File: src/core/charger_supervisor_consts.svh
// Offsets, field positions, reset values and timing counts of the supervisor.
`ifndef CHARGER_SUPERVISOR_CONSTS_SVH
`define CHARGER_SUPERVISOR_CONSTS_SVH
`define CLK_HZ             25000000
`define TICK_US            1000
`define TICK_CYCLES        ((`CLK_HZ / 1000000) * `TICK_US)
`define EVENT_PULSE_US     256
`define EVENT_PULSE_CYCLES ((`CLK_HZ / 1000000) * `EVENT_PULSE_US)
`define WATCH_S            50
`define WATCH_TICKS        (`WATCH_S * 1000000 / `TICK_US)
`define SAFE_MIN_0         45
`define SAFE_MIN_1         360
`define SAFE_MIN_2         540
`define TICKS_PER_MIN      (60 * 1000000 / `TICK_US)
`define SHORT_DEGLITCH_MS  64
`define SHORT_TICKS        (`SHORT_DEGLITCH_MS * 1000 / `TICK_US)
`define REG_STATUS         4'h0
`define REG_CONTROL        4'h4
`define ST_WATCH_FLAG      7
`define ST_WATCH_EN        6
`define CT_CHARGE_DIS      0
`define CT_TEST_MODE       1
`define CT_SAFE_LO         2
`define SAFE_OFF           2'h3
`define SAFE_SEL_RESET     2'h1
`define PRESC_W            15
`define WATCH_W            16
`define SAFE_W             25
`define PULSE_W            13
`define SHORT_W            7
`define COND_N             19
`define C_SRC              0
`define C_OVP              1
`define C_UNDERVOLTAGE_LOCKOUT             2
`define C_SLEEP            3
`define C_TEMP_STOP        4
`define C_TEMP_REDUCE      5
`define C_DIE_HOT          6
`define C_DIE_COOLED       7
`define C_BAT_OVP          8
`define C_SYS_SHORT        9
`define C_BAT_OK           10
`define C_THERM_REG        11
`define C_IN_LIMIT         12
`define C_MIN_SYS          13
`define C_SUPPLEMENT       14
`define C_BAT_PRESENT      15
`define C_PROG_SHORT       16
`define C_IN_GOOD          17
`define C_TERM             18
`define F_TIMER            6
`endif

File: src/core/charger_supervisor_pkg.sv
// Types of the charger supervisor.
`default_nettype none
`include "charger_supervisor_consts.svh"
package charger_supervisor_pkg;
  typedef enum logic [2:0] {
    st_idle, st_charge, st_done, st_suspend, st_shutdown
  } charge_state_t;

  typedef struct packed {
    logic [`COND_N-1:0]  sync1;
    logic [`COND_N-1:0]  sync2;
    logic [`COND_N-1:0]  prev;
    logic [`PRESC_W-1:0] presc;
    logic                tick;
    logic                ack;
    logic [31:0]         readdata;
    logic [3:0]          rd_code;
    logic [`WATCH_W-1:0] wd_cnt;
    logic                host_watch_enable;
    logic                wd_run;
    logic                wd_flag;
    logic                default_mode;
    logic                charge_dis;
    logic                test_mode;
    logic [1:0]          safe_sel;
    charge_state_t       st;
    logic [`SAFE_W-1:0]  safe_cnt;
    logic [9:0]          pending;
    logic [`PULSE_W-1:0] pulse_cnt;
    logic                short_off;
    logic [`SHORT_W-1:0] short_cnt;
  } sup_state_t;
endpackage
`default_nettype wire

File: src/core/charger_supervisor_timers.sv
// Charge sequencing, host watchdog, safety timer and fault supervision.
// Operation
// - Start charging when a valid source is present and charging is enabled.
// - Host watchdog times out fifty seconds after the last host write.
// - Each completed register write clears the watchdog count and starts it.
// - Watchdog enable bit zero stops it; one enables and restarts it.
// - Watchdog expiry reloads default parameters; charging carries on.
// - Host may restart after expiry, but a safety expiry keeps charging off.
// - Safety timer starts with charging and runs throughout it.
// - Safety expiry before termination suspends charging.
// - Host selects the safety timer duration through a register.
// - Safety expiry gives one 256 us low pulse on both pins, sets fault.
// - Safety timer counts double in precharge, regulation, reduction, limiting.
// - Safety timer holds count in overvoltage, thermistor stop, shutdown, sleep.
// - Die overheat stops converter, holds timers, pulses pins, sets fault.
// - After thermal shutdown a new cycle starts once the die has cooled.
// - Battery overvoltage stops converter, turns battery switch on, reports.
// - Battery-only output short opens the switch per deglitch, then retests.
// - Battery-only system output requires battery above lockout threshold.
// - Overload at zero charge current enters supplement with switch on.
// - Test mode is refused with a battery present; it disables input limit.
// - Input faults disable output and charging; lockout resets the timer.
// - Battery-side faults keep output, stop charging; timer fault resets.
// - Faults read as a four-bit code, one per read, then normal.
// - Watchdog fault flag reads one after an enabled watchdog timeout.
//
// Chosen here: the address map and register access over Avalon-MM.
`default_nettype none
`include "charger_supervisor_consts.svh"
module charger_supervisor_timers
  import charger_supervisor_pkg::*;
#(
  parameter int TICK_CYCLES  = `TICK_CYCLES,
  parameter int PULSE_CYCLES = `EVENT_PULSE_CYCLES,
  parameter int WATCH_TICKS  = `WATCH_TICKS,
  parameter int SAFE_TICKS_0 = `SAFE_MIN_0 * `TICKS_PER_MIN,
  parameter int SAFE_TICKS_1 = `SAFE_MIN_1 * `TICKS_PER_MIN,
  parameter int SAFE_TICKS_2 = `SAFE_MIN_2 * `TICKS_PER_MIN
) (
  input  wire logic        clk,                     // 25 MHz clock
  input  wire logic        sys_rst,                 // Synchronous reset
  input  wire logic [3:0]  avs_address,             // Byte address
  input  wire logic        avs_read,                // Read request
  input  wire logic        avs_write,               // Write request
  input  wire logic [31:0] avs_writedata,           // Write data
  output logic [31:0]      avs_readdata,            // Read data
  output logic             avs_waitrequest,         // Stall
  input  wire logic        source_valid,            // Input source good
  input  wire logic        overvoltage_protection,  // Input over limit
  input  wire logic        undervoltage_lockout,    // Input under lockout
  input  wire logic        sleep_condition,         // Input below battery
  input  wire logic        thermistor_stop,         // Battery temp, charge off
  input  wire logic        thermistor_reduce,       // Battery temp, reduced
  input  wire logic        thermal_shutdown_limit,  // Die above shutdown
  input  wire logic        die_cooled,              // Die 10 C below shutdown
  input  wire logic        battery_overvoltage,     // Battery 5 % over target
  input  wire logic        system_output_short,     // Output short limit hit
  input  wire logic        battery_lockout_ok,      // Battery above lockout
  input  wire logic        thermal_regulation,      // Die regulation active
  input  wire logic        input_current_limiting,  // Input limit active
  input  wire logic        minimum_system_voltage,  // Precharge or min system
  input  wire logic        dynamic_load_sharing,    // Overload at zero charge
  input  wire logic        battery_present,         // Detection found battery
  input  wire logic        program_pin_short,       // Current-set pin short
  input  wire logic        input_good_fault,        // Input fault, regulator low
  input  wire logic        charge_terminated,       // Charge termination
  output logic             converter_enable,        // Buck converter on
  output logic             charge_enable,           // Charge current on
  output logic             system_output_enable,    // System output on
  output logic             battery_switch_on,       // Battery switch closed
  output logic             default_mode,            // Defaults in force
  output logic             production_test_mode,    // Test mode active
  output logic             input_limit_disable,     // Input limit off
  output logic             host_watch_expired_flag, // Watchdog fault flag
  output logic             stat_pin_out,            // Open-drain level
  output logic             stat_pin_oe_n,           // Low while pulling
  output logic             alert_pin_out,           // Open-drain level
  output logic             alert_pin_oe_n           // Low while pulling
);
  sup_state_t         s;
  sup_state_t         n;
  logic [`COND_N-1:0] raw;
  logic [`COND_N-1:0] c;
  logic               req;
  logic               wr_done;
  logic               rd_done;
  logic               held;
  logic               double_rate;
  logic               in_fault;
  logic [3:0]         code;
  logic [1:0]         stat;
  logic [9:0]         fault_set;

  // Bit i of the fault queue reads as code i + 1; the lowest set bit is
  // shown first, so the most basic input fault is always reported first.
  function automatic logic [3:0] lowest_code(input logic [9:0] p);
    logic [3:0] r;
    r = 4'h0;
    for (int i = 9; i >= 0; i--) begin
      if (p[i]) begin
        r = 4'(i + 1);
      end
    end
    return r;
  endfunction

  // Safety limit in ticks per duration select; the off code never reaches
  // it because the counter does not run then.
  function automatic logic [`SAFE_W-1:0] safe_limit(input logic [1:0] sel);
    logic [`SAFE_W-1:0] r;
    r = `SAFE_W'(SAFE_TICKS_1);
    if (sel == 2'h0) begin
      r = `SAFE_W'(SAFE_TICKS_0);
    end else if (sel == 2'h2) begin
      r = `SAFE_W'(SAFE_TICKS_2);
    end
    return r;
  endfunction

  // Condition pins arrive from the analog side with no relation to clk.
  // Only the second synchroniser stage feeds logic, so a metastable first
  // stage is never decoded.
  assign raw = {charge_terminated, input_good_fault, program_pin_short,
                battery_present, dynamic_load_sharing, minimum_system_voltage,
                input_current_limiting, thermal_regulation, battery_lockout_ok,
                system_output_short, battery_overvoltage, die_cooled,
                thermal_shutdown_limit, thermistor_reduce, thermistor_stop,
                sleep_condition, undervoltage_lockout, overvoltage_protection,
                source_valid};
  assign c       = s.sync2;
  assign req     = avs_read | avs_write;
  assign wr_done = avs_write & s.ack;
  assign rd_done = avs_read & s.ack;
  assign code    = lowest_code(s.pending);
  // Conditions that freeze the safety count without clearing it. Lockout
  // is left out on purpose: it clears the count instead.
  assign held    = c[`C_OVP] | c[`C_SLEEP] | c[`C_TEMP_STOP] | c[`C_DIE_HOT]
                 | ~c[`C_BAT_PRESENT] | c[`C_PROG_SHORT]
                 | c[`C_IN_GOOD];
  assign double_rate = c[`C_MIN_SYS] | c[`C_THERM_REG] | c[`C_TEMP_REDUCE]
                     | c[`C_IN_LIMIT];
  assign in_fault = c[`C_OVP] | c[`C_UNDERVOLTAGE_LOCKOUT] | c[`C_SLEEP] | c[`C_IN_GOOD]
                  | (s.st == st_shutdown);
  // Live fault levels; the timer fault is an event and is set by the
  // charge sequence instead.
  assign fault_set = {c[`C_IN_GOOD], c[`C_PROG_SHORT], ~c[`C_BAT_PRESENT],
                      1'b0, c[`C_DIE_HOT], c[`C_BAT_OVP], c[`C_TEMP_STOP],
                      c[`C_SLEEP], c[`C_UNDERVOLTAGE_LOCKOUT], c[`C_OVP]};

  // Charge state field: ready, charging, done or fault.
  always_comb begin
    if (s.st == st_charge) begin
      stat = 2'h1;
    end else if (s.st == st_done) begin
      stat = 2'h2;
    end else if (s.pending != 10'h0 || s.st == st_suspend
                 || s.st == st_shutdown) begin
      stat = 2'h3;
    end else begin
      stat = 2'h0;
    end
  end

  always_comb begin
    n = s;
    n.sync1 = raw;
    n.sync2 = s.sync1;
    // Previous synchronised levels feed the die-overheat edge detector.
    n.prev  = s.sync2;
    // Prescaled tick shared by the watchdog, safety and short-retest timers.
    n.tick = 1'b0;
    if (s.presc == `PRESC_W'(TICK_CYCLES - 1)) begin
      n.presc = '0;
      n.tick  = 1'b1;
    end else begin
      n.presc = s.presc + `PRESC_W'(1);
    end
    // Bus: first cycle of a request stalls and prepares read data. Every
    // request takes exactly one wait cycle, and unmapped addresses simply
    // read as zero.
    n.ack = req & ~s.ack;
    if (req && !s.ack) begin
      n.rd_code = code;
      if (avs_address == `REG_STATUS) begin
        n.readdata = {24'h0, s.wd_flag, s.host_watch_enable, stat, code};
      end else if (avs_address == `REG_CONTROL) begin
        n.readdata = {28'h0, s.safe_sel, s.test_mode, s.charge_dis};
      end else begin
        n.readdata = 32'h0;
      end
    end
    // Fault queue: a read pops the code it returned; a live fault re-sets.
    if (rd_done && avs_address == `REG_STATUS) begin
      if (s.rd_code != 4'h0) begin
        n.pending[s.rd_code - 4'h1] = 1'b0;
      end
      n.wd_flag = 1'b0;
    end
    n.pending = n.pending | fault_set;
    // Host watchdog. The expiry is applied after the status read above, so
    // an expiry and a clearing read in one cycle leave the flag set.
    if (s.tick && s.wd_run && s.host_watch_enable) begin
      if (s.wd_cnt == `WATCH_W'(WATCH_TICKS - 1)) begin
        n.wd_run       = 1'b0;
        n.wd_flag      = 1'b1;
        n.default_mode = 1'b1;
        n.charge_dis   = 1'b0;
        n.test_mode    = 1'b0;
        n.safe_sel     = `SAFE_SEL_RESET;
      end else begin
        n.wd_cnt = s.wd_cnt + `WATCH_W'(1);
      end
    end
    if (wr_done) begin
      n.wd_cnt       = '0;
      n.wd_run       = 1'b1;
      // Any write hands control back to the host after an expiry.
      n.default_mode = 1'b0;
      if (avs_address == `REG_STATUS) begin
        n.host_watch_enable  = avs_writedata[`ST_WATCH_EN];
        n.wd_run = avs_writedata[`ST_WATCH_EN];
      end else if (avs_address == `REG_CONTROL) begin
        n.charge_dis = avs_writedata[`CT_CHARGE_DIS];
        n.test_mode  = avs_writedata[`CT_TEST_MODE]
                     & ~c[`C_BAT_PRESENT];
        n.safe_sel   = avs_writedata[`CT_SAFE_LO +: 2];
      end
    end
    // Event pulse width. Loads further down override this step, so a new
    // event always restarts the full width.
    if (s.pulse_cnt != '0) begin
      n.pulse_cnt = s.pulse_cnt - `PULSE_W'(1);
    end
    // Safety timer and charge sequence. A suspended cycle is left only by
    // losing the source, by lockout or by die overheat, so host writes cannot resume it.
    if (s.st == st_charge && !held && s.tick
        && s.safe_sel != `SAFE_OFF) begin
      n.safe_cnt = s.safe_cnt + (double_rate ? `SAFE_W'(2) : `SAFE_W'(1));
    end
    case (s.st)
      st_idle: begin
        if (c[`C_SRC] && !s.charge_dis && !in_fault) begin
          n.st       = st_charge;
          n.safe_cnt = '0;
        end
      end
      st_charge: begin
        if (c[`C_TERM]) begin
          n.st = st_done;
        end else if (s.charge_dis || !c[`C_SRC]) begin
          n.st = st_idle;
        end else if (s.safe_sel != `SAFE_OFF
                     && s.safe_cnt >= safe_limit(s.safe_sel)) begin
          n.st                 = st_suspend;
          n.safe_cnt           = '0;
          n.pending[`F_TIMER]  = 1'b1;
          n.pulse_cnt          = `PULSE_W'(PULSE_CYCLES);
        end
      end
      st_done: begin
        if (!c[`C_SRC]) begin
          n.st = st_idle;
        end
      end
      st_suspend: begin
        if (!c[`C_SRC]) begin
          n.st = st_idle;
        end
      end
      st_shutdown: begin
        if (c[`C_DIE_COOLED] && !c[`C_DIE_HOT]) begin
          n.st       = st_charge;
          n.safe_cnt = '0;
        end
      end
      default: begin
        n.st = st_idle;
      end
    endcase
    if (c[`C_DIE_HOT] && s.st != st_shutdown) begin
      n.st = st_shutdown;
    end
    // The pulse follows the rising edge only, so a lockout that keeps
    // pulling the state back to idle cannot repeat it.
    if (c[`C_DIE_HOT] && !s.prev[`C_DIE_HOT]) begin
      n.pulse_cnt = `PULSE_W'(PULSE_CYCLES);
    end
    if (c[`C_UNDERVOLTAGE_LOCKOUT]) begin
      n.st       = st_idle;
      n.safe_cnt = '0;
    end
    // Battery-only short retest: the switch stays open for one deglitch
    // interval, then closes again to take a new look at the short.
    if (s.short_off) begin
      if (s.tick) begin
        if (s.short_cnt == `SHORT_W'(`SHORT_TICKS - 1)) begin
          n.short_off = 1'b0;
        end else begin
          n.short_cnt = s.short_cnt + `SHORT_W'(1);
        end
      end
    end else if (!c[`C_SRC] && c[`C_SYS_SHORT]) begin
      n.short_off = 1'b1;
      n.short_cnt = '0;
    end
    if (sys_rst) begin
      n              = '0;
      // The watchdog is enabled but stays idle until the first host write.
      n.host_watch_enable        = 1'b1;
      n.safe_sel     = `SAFE_SEL_RESET;
      n.st           = st_idle;
    end
  end

  always_ff @(posedge clk) begin
    s <= n;
  end

  assign avs_waitrequest = req & ~s.ack;
  assign avs_readdata    = s.readdata;
  assign converter_enable = c[`C_SRC] & ~in_fault
                          & ~c[`C_BAT_OVP];
  assign charge_enable = (s.st == st_charge) & ~s.charge_dis & ~held
                       & ~c[`C_BAT_OVP] & ~in_fault;
  assign system_output_enable = c[`C_SRC] ? ~in_fault
                              : (c[`C_BAT_OK] & ~s.short_off);
  assign battery_switch_on = c[`C_BAT_OVP]
                           | (c[`C_SUPPLEMENT] & c[`C_SRC])
                           | (~c[`C_SRC] & c[`C_BAT_OK] & ~s.short_off)
                           | charge_enable;
  assign default_mode            = s.default_mode;
  assign production_test_mode    = s.test_mode;
  assign input_limit_disable     = s.test_mode;
  assign host_watch_expired_flag = s.wd_flag;
  // The event pins are open drain: the level is always low and the enable
  // carries the pulse.
  assign stat_pin_out            = 1'b0;
  assign alert_pin_out           = 1'b0;
  assign stat_pin_oe_n  = (s.pulse_cnt == '0);
  assign alert_pin_oe_n = (s.pulse_cnt == '0);
endmodule
`default_nettype wire

File: config.mk
export PLATFORM = sky130hd
export DESIGN_NAME = charger_supervisor_timers
export DESIGN_NICKNAME = d
export VERILOG_FILES = /design/src/core/charger_supervisor_pkg.sv /design/src/core/charger_supervisor_timers.sv
export VERILOG_INCLUDE_DIRS = /design/src /design/src/core
export SDC_FILE = /design/constraint.sdc
export NUM_CORES = 1
export LEC_CHECK = 0
export ABC_AREA = 1
export BUFFER_PORTS_ARGS = -buffer_cell sky130_fd_sc_hd__clkbuf_2
export CAP_MARGIN = 20
export CORE_UTILIZATION = 25
export DETAILED_ROUTE_END_ITERATION = 10
export PLACE_DENSITY_LB_ADDON = 0.1
export SLEW_MARGIN = 5
export SYNTH_ARGS = -nofsm -noshare
export SYNTH_HDL_FRONTEND = slang
export SYNTH_SLANG_ARGS = --single-unit
File: constraint.sdc
create_clock -name clk -period 3.4 [get_ports clk]
set_clock_uncertainty 0.05 [all_clocks]
set_input_delay 0.34 -clock clk [delete_from_list [all_inputs] [get_ports clk]]
set_output_delay 0.34 -clock clk [all_outputs]
set_load 0.005 [all_outputs]
==> impl_metrics.tcl, run 1 <==
set metrics [dict create \
    outcome "completed" \
    ys.flop_type "dfxtp_1" \
    grt_pass1_wl_microns 30300 \
    post_synth.cell_area_avg_sq_um 7.08 \
    initial_core_util 0.257 \
    finalSetupViolations 0 \
    coreArea_sq_mm 0.0289 \
    critPathKind "reg -> reg" \
    remaining_drc_errors 0 \
    core.rowCount 62 \
    drtPass1Iterations 4 \
    tns_ps 0 \
    yosys_warnings 0 \
    clock_sinks 151 \
    pwr-share-seq 0.428 \
    cts_htree_levels 4 \
    cp.required_ps 3700 \
    layout.nets 1172 \
    cts_buffers 17 \
    cts_root_buffer "clkbuf_16" \
    power.share.clock 0.427 \
    hold_viol_final 0 \
    track_usage 0.124 \
    rsz0062_at_grt "false" \
    fin_ws_ps 769 \
    wirelength_microns 18000 \
    yosysUniqueCellTypes 48 \
    rrSetupSlack_ps 770 \
    clockBufferDepth 2 \
    endpoint "s[53]$_SDFF_PP0_" \
    cts_resized 0 \
    antenna_found_initial 0 \
    maxSlewViolCount 0 \
    n_antenna_cell 0 \
    rr_startpoint "c[11]$_SDFF_PP0_" \
    endpoint_kind "flip-flop" \
    die_area_sq_mm 0.0304 \
    max_freq_ghz 0.380 \
    clk_latency_ps 420 \
    ys_seq_area_frac 0.407 \
    reg2reg_to "s[53]$_SDFF_PP0_" \
    whs_ps 54.9 \
    wl_per_cell_microns 12.1 \
    period_needed_ps 2630 \
    hpwlAfterDp_microns 13600 \
    switchingPower_uw 1320 \
    p_per_area_mw_per_mm2 536 \
    synth_edf_count 0 \
    dieWidth_microns 174 \
    p_total_uw 4570 \
    cts_tree "done" \
    num-fill-cells 3233 \
    max_slew_margin 0.565 \
    synth_top_area_frac 0.407 \
    drt-vias-per-instance 4.24 \
    critPathArrivalTime_ps 2930 \
    synth_seq_cells 151 \
    cts.clk_slew.worst_paths_ps 70 \
    synth_cells 1049 \
    fin_crit_sh 0.774 \
    min_path_type "in -> reg" \
    maxCapViolations 0 \
    yosys-top-cells-area "dfxtp_1 41%, nor2_1 8.5%, nand2_1 8.3%" \
    crit_start "c[11]$_SDFF_PP0_" \
    tightest_slew_ps 650 \
    synth_top_cell_by_area "dfxtp_1" \
    place_congestion 0.759 \
    swShare 0.288 \
    startpoint_type "flip-flop" \
    drive_gt1_frac 0.105 \
    async_flop_share 0 \
    p_int_uw 3260 \
    grt_pass1_vias 6046 \
    grt-ovfl-total 0 \
    synth_common_cells "168 x nor2_1, 165 x nand2_1, 158 x inv_1" \
    post_cts_buffers 0 \
    reg2reg_depth 13 \
    ir_drop_uv 244 \
    power_frac_comb 0.145 \
    syn_to_final_growth_pct 14.9 \
    grt_start_max_net_pins 39 \
    antenna_left 0 \
    synth_area_sq_mm 0.00743 \
    dpl_worst_slack_ps 707 \
    io-pin-count 104 \
    holdBufCountCts 0 \
    leakage_uw 0.00350 \
    drt_iter0_markers 317 \
    die_h_microns 174 \
    yosysMostFrequentCell "nor2_1" \
    vias 6317 \
    crit_fanout 5 \
    port_buffers 50 \
]
[cell usage in the layout (no fill, tap or decap), types with 26 or more instances in the layout]
cell      count
a21oi_1      63
clkbuf_2     50
conb_1       26
dfxtp_1     151
inv_1       158
nand2_1     165
nand3_1      58
nand4_1      26
nor2_1      168
nor3_1       44
o21ai_0      43
[state kept, by name, summed over array words and instances (netlist names)]
signal,count
s,121
c,19
avs_readdata,8
default_mode,1
host_watch_expired_flag,1
input_limit_disable,1
[cells by family after synthesis]
family / share of synthesized area
simple gates: 0.298
fa+ha+maj: 0.0330
buf+inv: 0.131
compound gates: 0.103
xor+xnor: 0.0271
flops: 0.407
other cells: 0.000505
[through the flow]
step,std cells,utilization,area (sq um)
floorplan,1074,-,7520
global placement,1458,0.274,7930
detailed placement,1458,0.274,7930
CTS,1490,0.295,8520
global route,1491,0.295,8540
finish,1491,0.295,8540
[per-layer routing]
layer,wire length [microns],up-vias,global-route usage
li1,-,3414,-
met4,124,0,0.0311
met5,0,-,0
met3,405,7,0.0225
met1,9300,2835,0.169
met2,8220,61,0.200
[power groups by stage]
stage	Combinational, uW	Clock, uW	Sequential, uW
finish	664	1950	1960
floorplan	549	0	1980
global placement	679	0	2000
detailed placement	672	0	2000
CTS	677	2020	1960
global route	796	2090	1970
[worst max-delay path: stages (launching register included)]
cell	delay [ps]
dfxtp_1	300
nor4_1	300
buf_4	180
ha_1	260
fa_1	310
nand2_1	120
nor3_1	150
nand2_1	80
nor3_2	280
nand2_1	150
nor2_1	140
or2_2	120
nand2_1	40
nor2_1	70
[worst min path at each step]
stage	start	end	cells past startpoint	slack, ps
finish	battery_present	s[189]$_SDFF_PP0_	3	50
detailed placement	s[178]$_SDFF_PP0_	c[4]$_SDFF_PP0_	2	340
global route	battery_present	s[189]$_SDFF_PP0_	3	40
CTS	battery_present	s[189]$_SDFF_PP0_	3	40
floorplan	s[174]$_SDFF_PP0_	c[0]$_SDFF_PP0_	2	340
global placement	s[174]$_SDFF_PP0_	c[0]$_SDFF_PP0_	2	340
[final cells by class]
class | instances | area (sq um) | area share
sequential | 151 | 3020 | 0.354
clock inverter | 14 | 160 | 0.0188
tap | 384 | 480 | 0.0563
timing repair buffer | 55 | 292 | 0.0342
inverter | 164 | 616 | 0.0721
clock buffer | 18 | 439 | 0.0515
multi-input combinational | 705 | 3530 | 0.413
Note: power is estimated with default switching activity, not from simulation.
==> inputs of run 2 (changes only) <==
clock period = 2.3 ns   (was 3.4 ns; I/O delays follow)
==> run 2 against run 1 <==
Against the previous run:
- combinational power up 61%
- routed wire length is 4.4% higher
- cell area increased by 7.4%
- register-to-register slack got worse by 730 ps
- clock power rose by 54%
- cell count grew 3.7%
- flip-flop and latch count stayed put
- largest power group is now clock
==> impl_metrics.tcl, run 2 (same netlist as run 1, synthesis figures left out) <==
set metrics [dict create \
    cts.clk_slew.worst_paths_ps 70 \
    syn_to_final_growth_pct 23.4 \
    cts_htree_levels 4 \
    p_int_uw 4900 \
    multiInputGateArea_sq_mm 0.00366 \
    holdPathStages 3 \
    cp.required_ps 2610 \
    cts_root_buffer "clkbuf_16" \
    die_h_microns 174 \
    dpl_worst_slack_ps -111 \
    final_common_cell "nor2_1" \
    leakage_uw 0.00382 \
    drtPass1Iterations 4 \
    hold_end "input_limit_disable$_SDFF_PP0_" \
    hold_viol_final 0 \
    critPathKind "reg -> reg" \
    initial_core_util 0.257 \
    top_register "s" \
    power_frac_comb 0.153 \
    min_path_type "in -> reg" \
    remaining_drc_errors 0 \
    seq_area_sq_mm 0.00302 \
    fin_ws_ps 38.1 \
    core.rowCount 62 \
    wl_per_cell_microns 12.2 \
    slowest_stage "dfxtp_2" \
    fin_crit_sh 0.983 \
    crit_cells 13 \
    hpwlAfterDp_microns 14200 \
    die_area_sq_mm 0.0304 \
    cts_buffers 17 \
    critPathArrivalTime_ps 2580 \
    rrSetupSlack_ps 40 \
    grt_pass1_vias 6213 \
    critical_path.top_delay_family "simple AND/OR/NAND/NOR gates" \
    crit_fanout 3 \
    track_usage 0.129 \
    reg2reg_depth 13 \
    n_antenna_cell 0 \
    layout_common_cells "165 x nor2_1, 159 x nand2_1, 156 x inv_1" \
    clockBufferDepth 2 \
    maxSlewViolCount 0 \
    crit_path_frequent_cell "nand2_2" \
    swShare 0.298 \
    cts_tree "done" \
    layout.nets 1227 \
    rsz0062_at_grt "true" \
    reg2reg_to "s[53]$_SDFF_PP0_" \
    outcome "completed" \
    ir_drop_uv 381 \
    wirelength_microns 18800 \
    period_needed_ps 2260 \
    drt-vias-per-instance 4.24 \
    antenna_left 0 \
    clk_latency_ps 440 \
    endpoint_kind "flip-flop" \
    maxCapViolations 0 \
    place_congestion 0.767 \
    largest_reg_flops 121 \
    cp_num_buf_inv 1 \
    grt-ovfl-total 0 \
    grt_start_max_net_pins 38 \
    max_freq_ghz 0.442 \
    rr_startpoint "c[12]$_SDFF_PP0_" \
    vias 6562 \
    placed_cell_area_sq_mm 0.00815 \
    num-fill-cells 3202 \
    antenna_found_initial 0 \
    crit_chain "nor4_4 > buf_4 > ha_4 > fa_2 > nand2_2 > nor3_2 > nand2_1 > nor3_4 > nand2_2 > nor2_4 > or2_4 > nand2_2 > nor2_2" \
    dieWidth_microns 174 \
    drive_gt1_frac 0.149 \
    finalInstanceArea_sq_mm 0.00916 \
    cpPeakStageDelay_ps 330 \
    pwr-share-seq 0.416 \
    grt_pass1_wl_microns 31700 \
    tightest_slew_ps 627 \
    power.share.clock 0.431 \
    io-pin-count 104 \
    port_buffers 50 \
    drt_iter0_markers 350 \
    finalSetupViolations 0 \
    clock_sinks 151 \
    startpoint_type "flip-flop" \
    switchingPower_uw 2080 \
    p_per_area_mw_per_mm2 761 \
    coreArea_sq_mm 0.0289 \
    min_from "avs_writedata[1]" \
    max_slew_margin 0.581 \
]
-- run 2: how the worst max path moves through the flow --
stage | startpoint | slack, ps | end
global route | c[12]$_SDFF_PP0_ | -160 | s[53]$_SDFF_PP0_
floorplan | c[11]$_SDFF_PP0_ | 120 | s[45]$_SDFF_PP0_
finish | c[12]$_SDFF_PP0_ | 40 | s[53]$_SDFF_PP0_
global placement | c[11]$_SDFF_PP0_ | -40 | s[53]$_SDFF_PP0_
detailed placement | c[11]$_SDFF_PP0_ | -110 | s[53]$_SDFF_PP0_
CTS | c[11]$_SDFF_PP0_ | 10 | s[47]$_SDFF_PP0_
-- run 2: worst register-to-register path, delay by kind of cell, from the launching register on --
| kind | cells | cell delay (ps) |
|---|---|---|
| buffers and inverters | 1 | 170 |
| and+or+nand+nor | 10 | 1300 |
| adders and majority gates | 2 | 360 |
| DFF | 1 | 330 |
-- run 2: area by class of cell --
type,instances,area share
inverters,164,0.0672
flip-flops and latches,151,0.330
repair buffers,110,0.0819
clock buffers,17,0.0464
multi-input cells,705,0.400
well taps,384,0.0524
clock inverters,15,0.0221
-- run 2: metrics by stage --
stage | utilization | TNS [ps] | power [uW] | cells | hold slack, ps
3_3_place_gp | 0.282 | -39.3 | 3970 | 1488 | 343
4_1_cts | 0.311 | 0 | 7030 | 1540 | 38.2
3_5_place_dp | 0.282 | -325 | 3960 | 1488 | 345
2_1_floorplan | - | 0 | 3740 | 1074 | 287
6_report | 0.317 | 0 | 6970 | 1546 | 42.9
5_1_grt | 0.317 | -735 | 7400 | 1546 | 72.1
-- run 2: metal layers --
metal  wire length (microns)  part of all wire  track usage  up-vias
li1                        -                 -            -     3512
met1                    9710              0.52        0.178     2950
met2                    8520              0.45        0.206       87
met3                     412             0.022       0.0221       13
met4                     195             0.010       0.0351        0
met5                       0                 0            0        -
-- run 2: power by group through the flow --
stage / Sequential [uW] / Clock, uW / Combinational (uW)
floorplan: 2930 / 0 / 812
finish: 2900 / 3000 / 1070
global route: 2930 / 3220 / 1260
detailed placement: 2960 / 0 / 1010
CTS: 2900 / 3100 / 1040
global placement: 2960 / 0 / 1010
-- run 2: what timing repair did --
item,in CTS,in global routing
buffers inserted,0,6
gates resized for setup,7,28
hold buffers,20,0
endpoints found under the setup margin,4,42
endpoints found under the hold margin,20,0
pin swaps,2,14
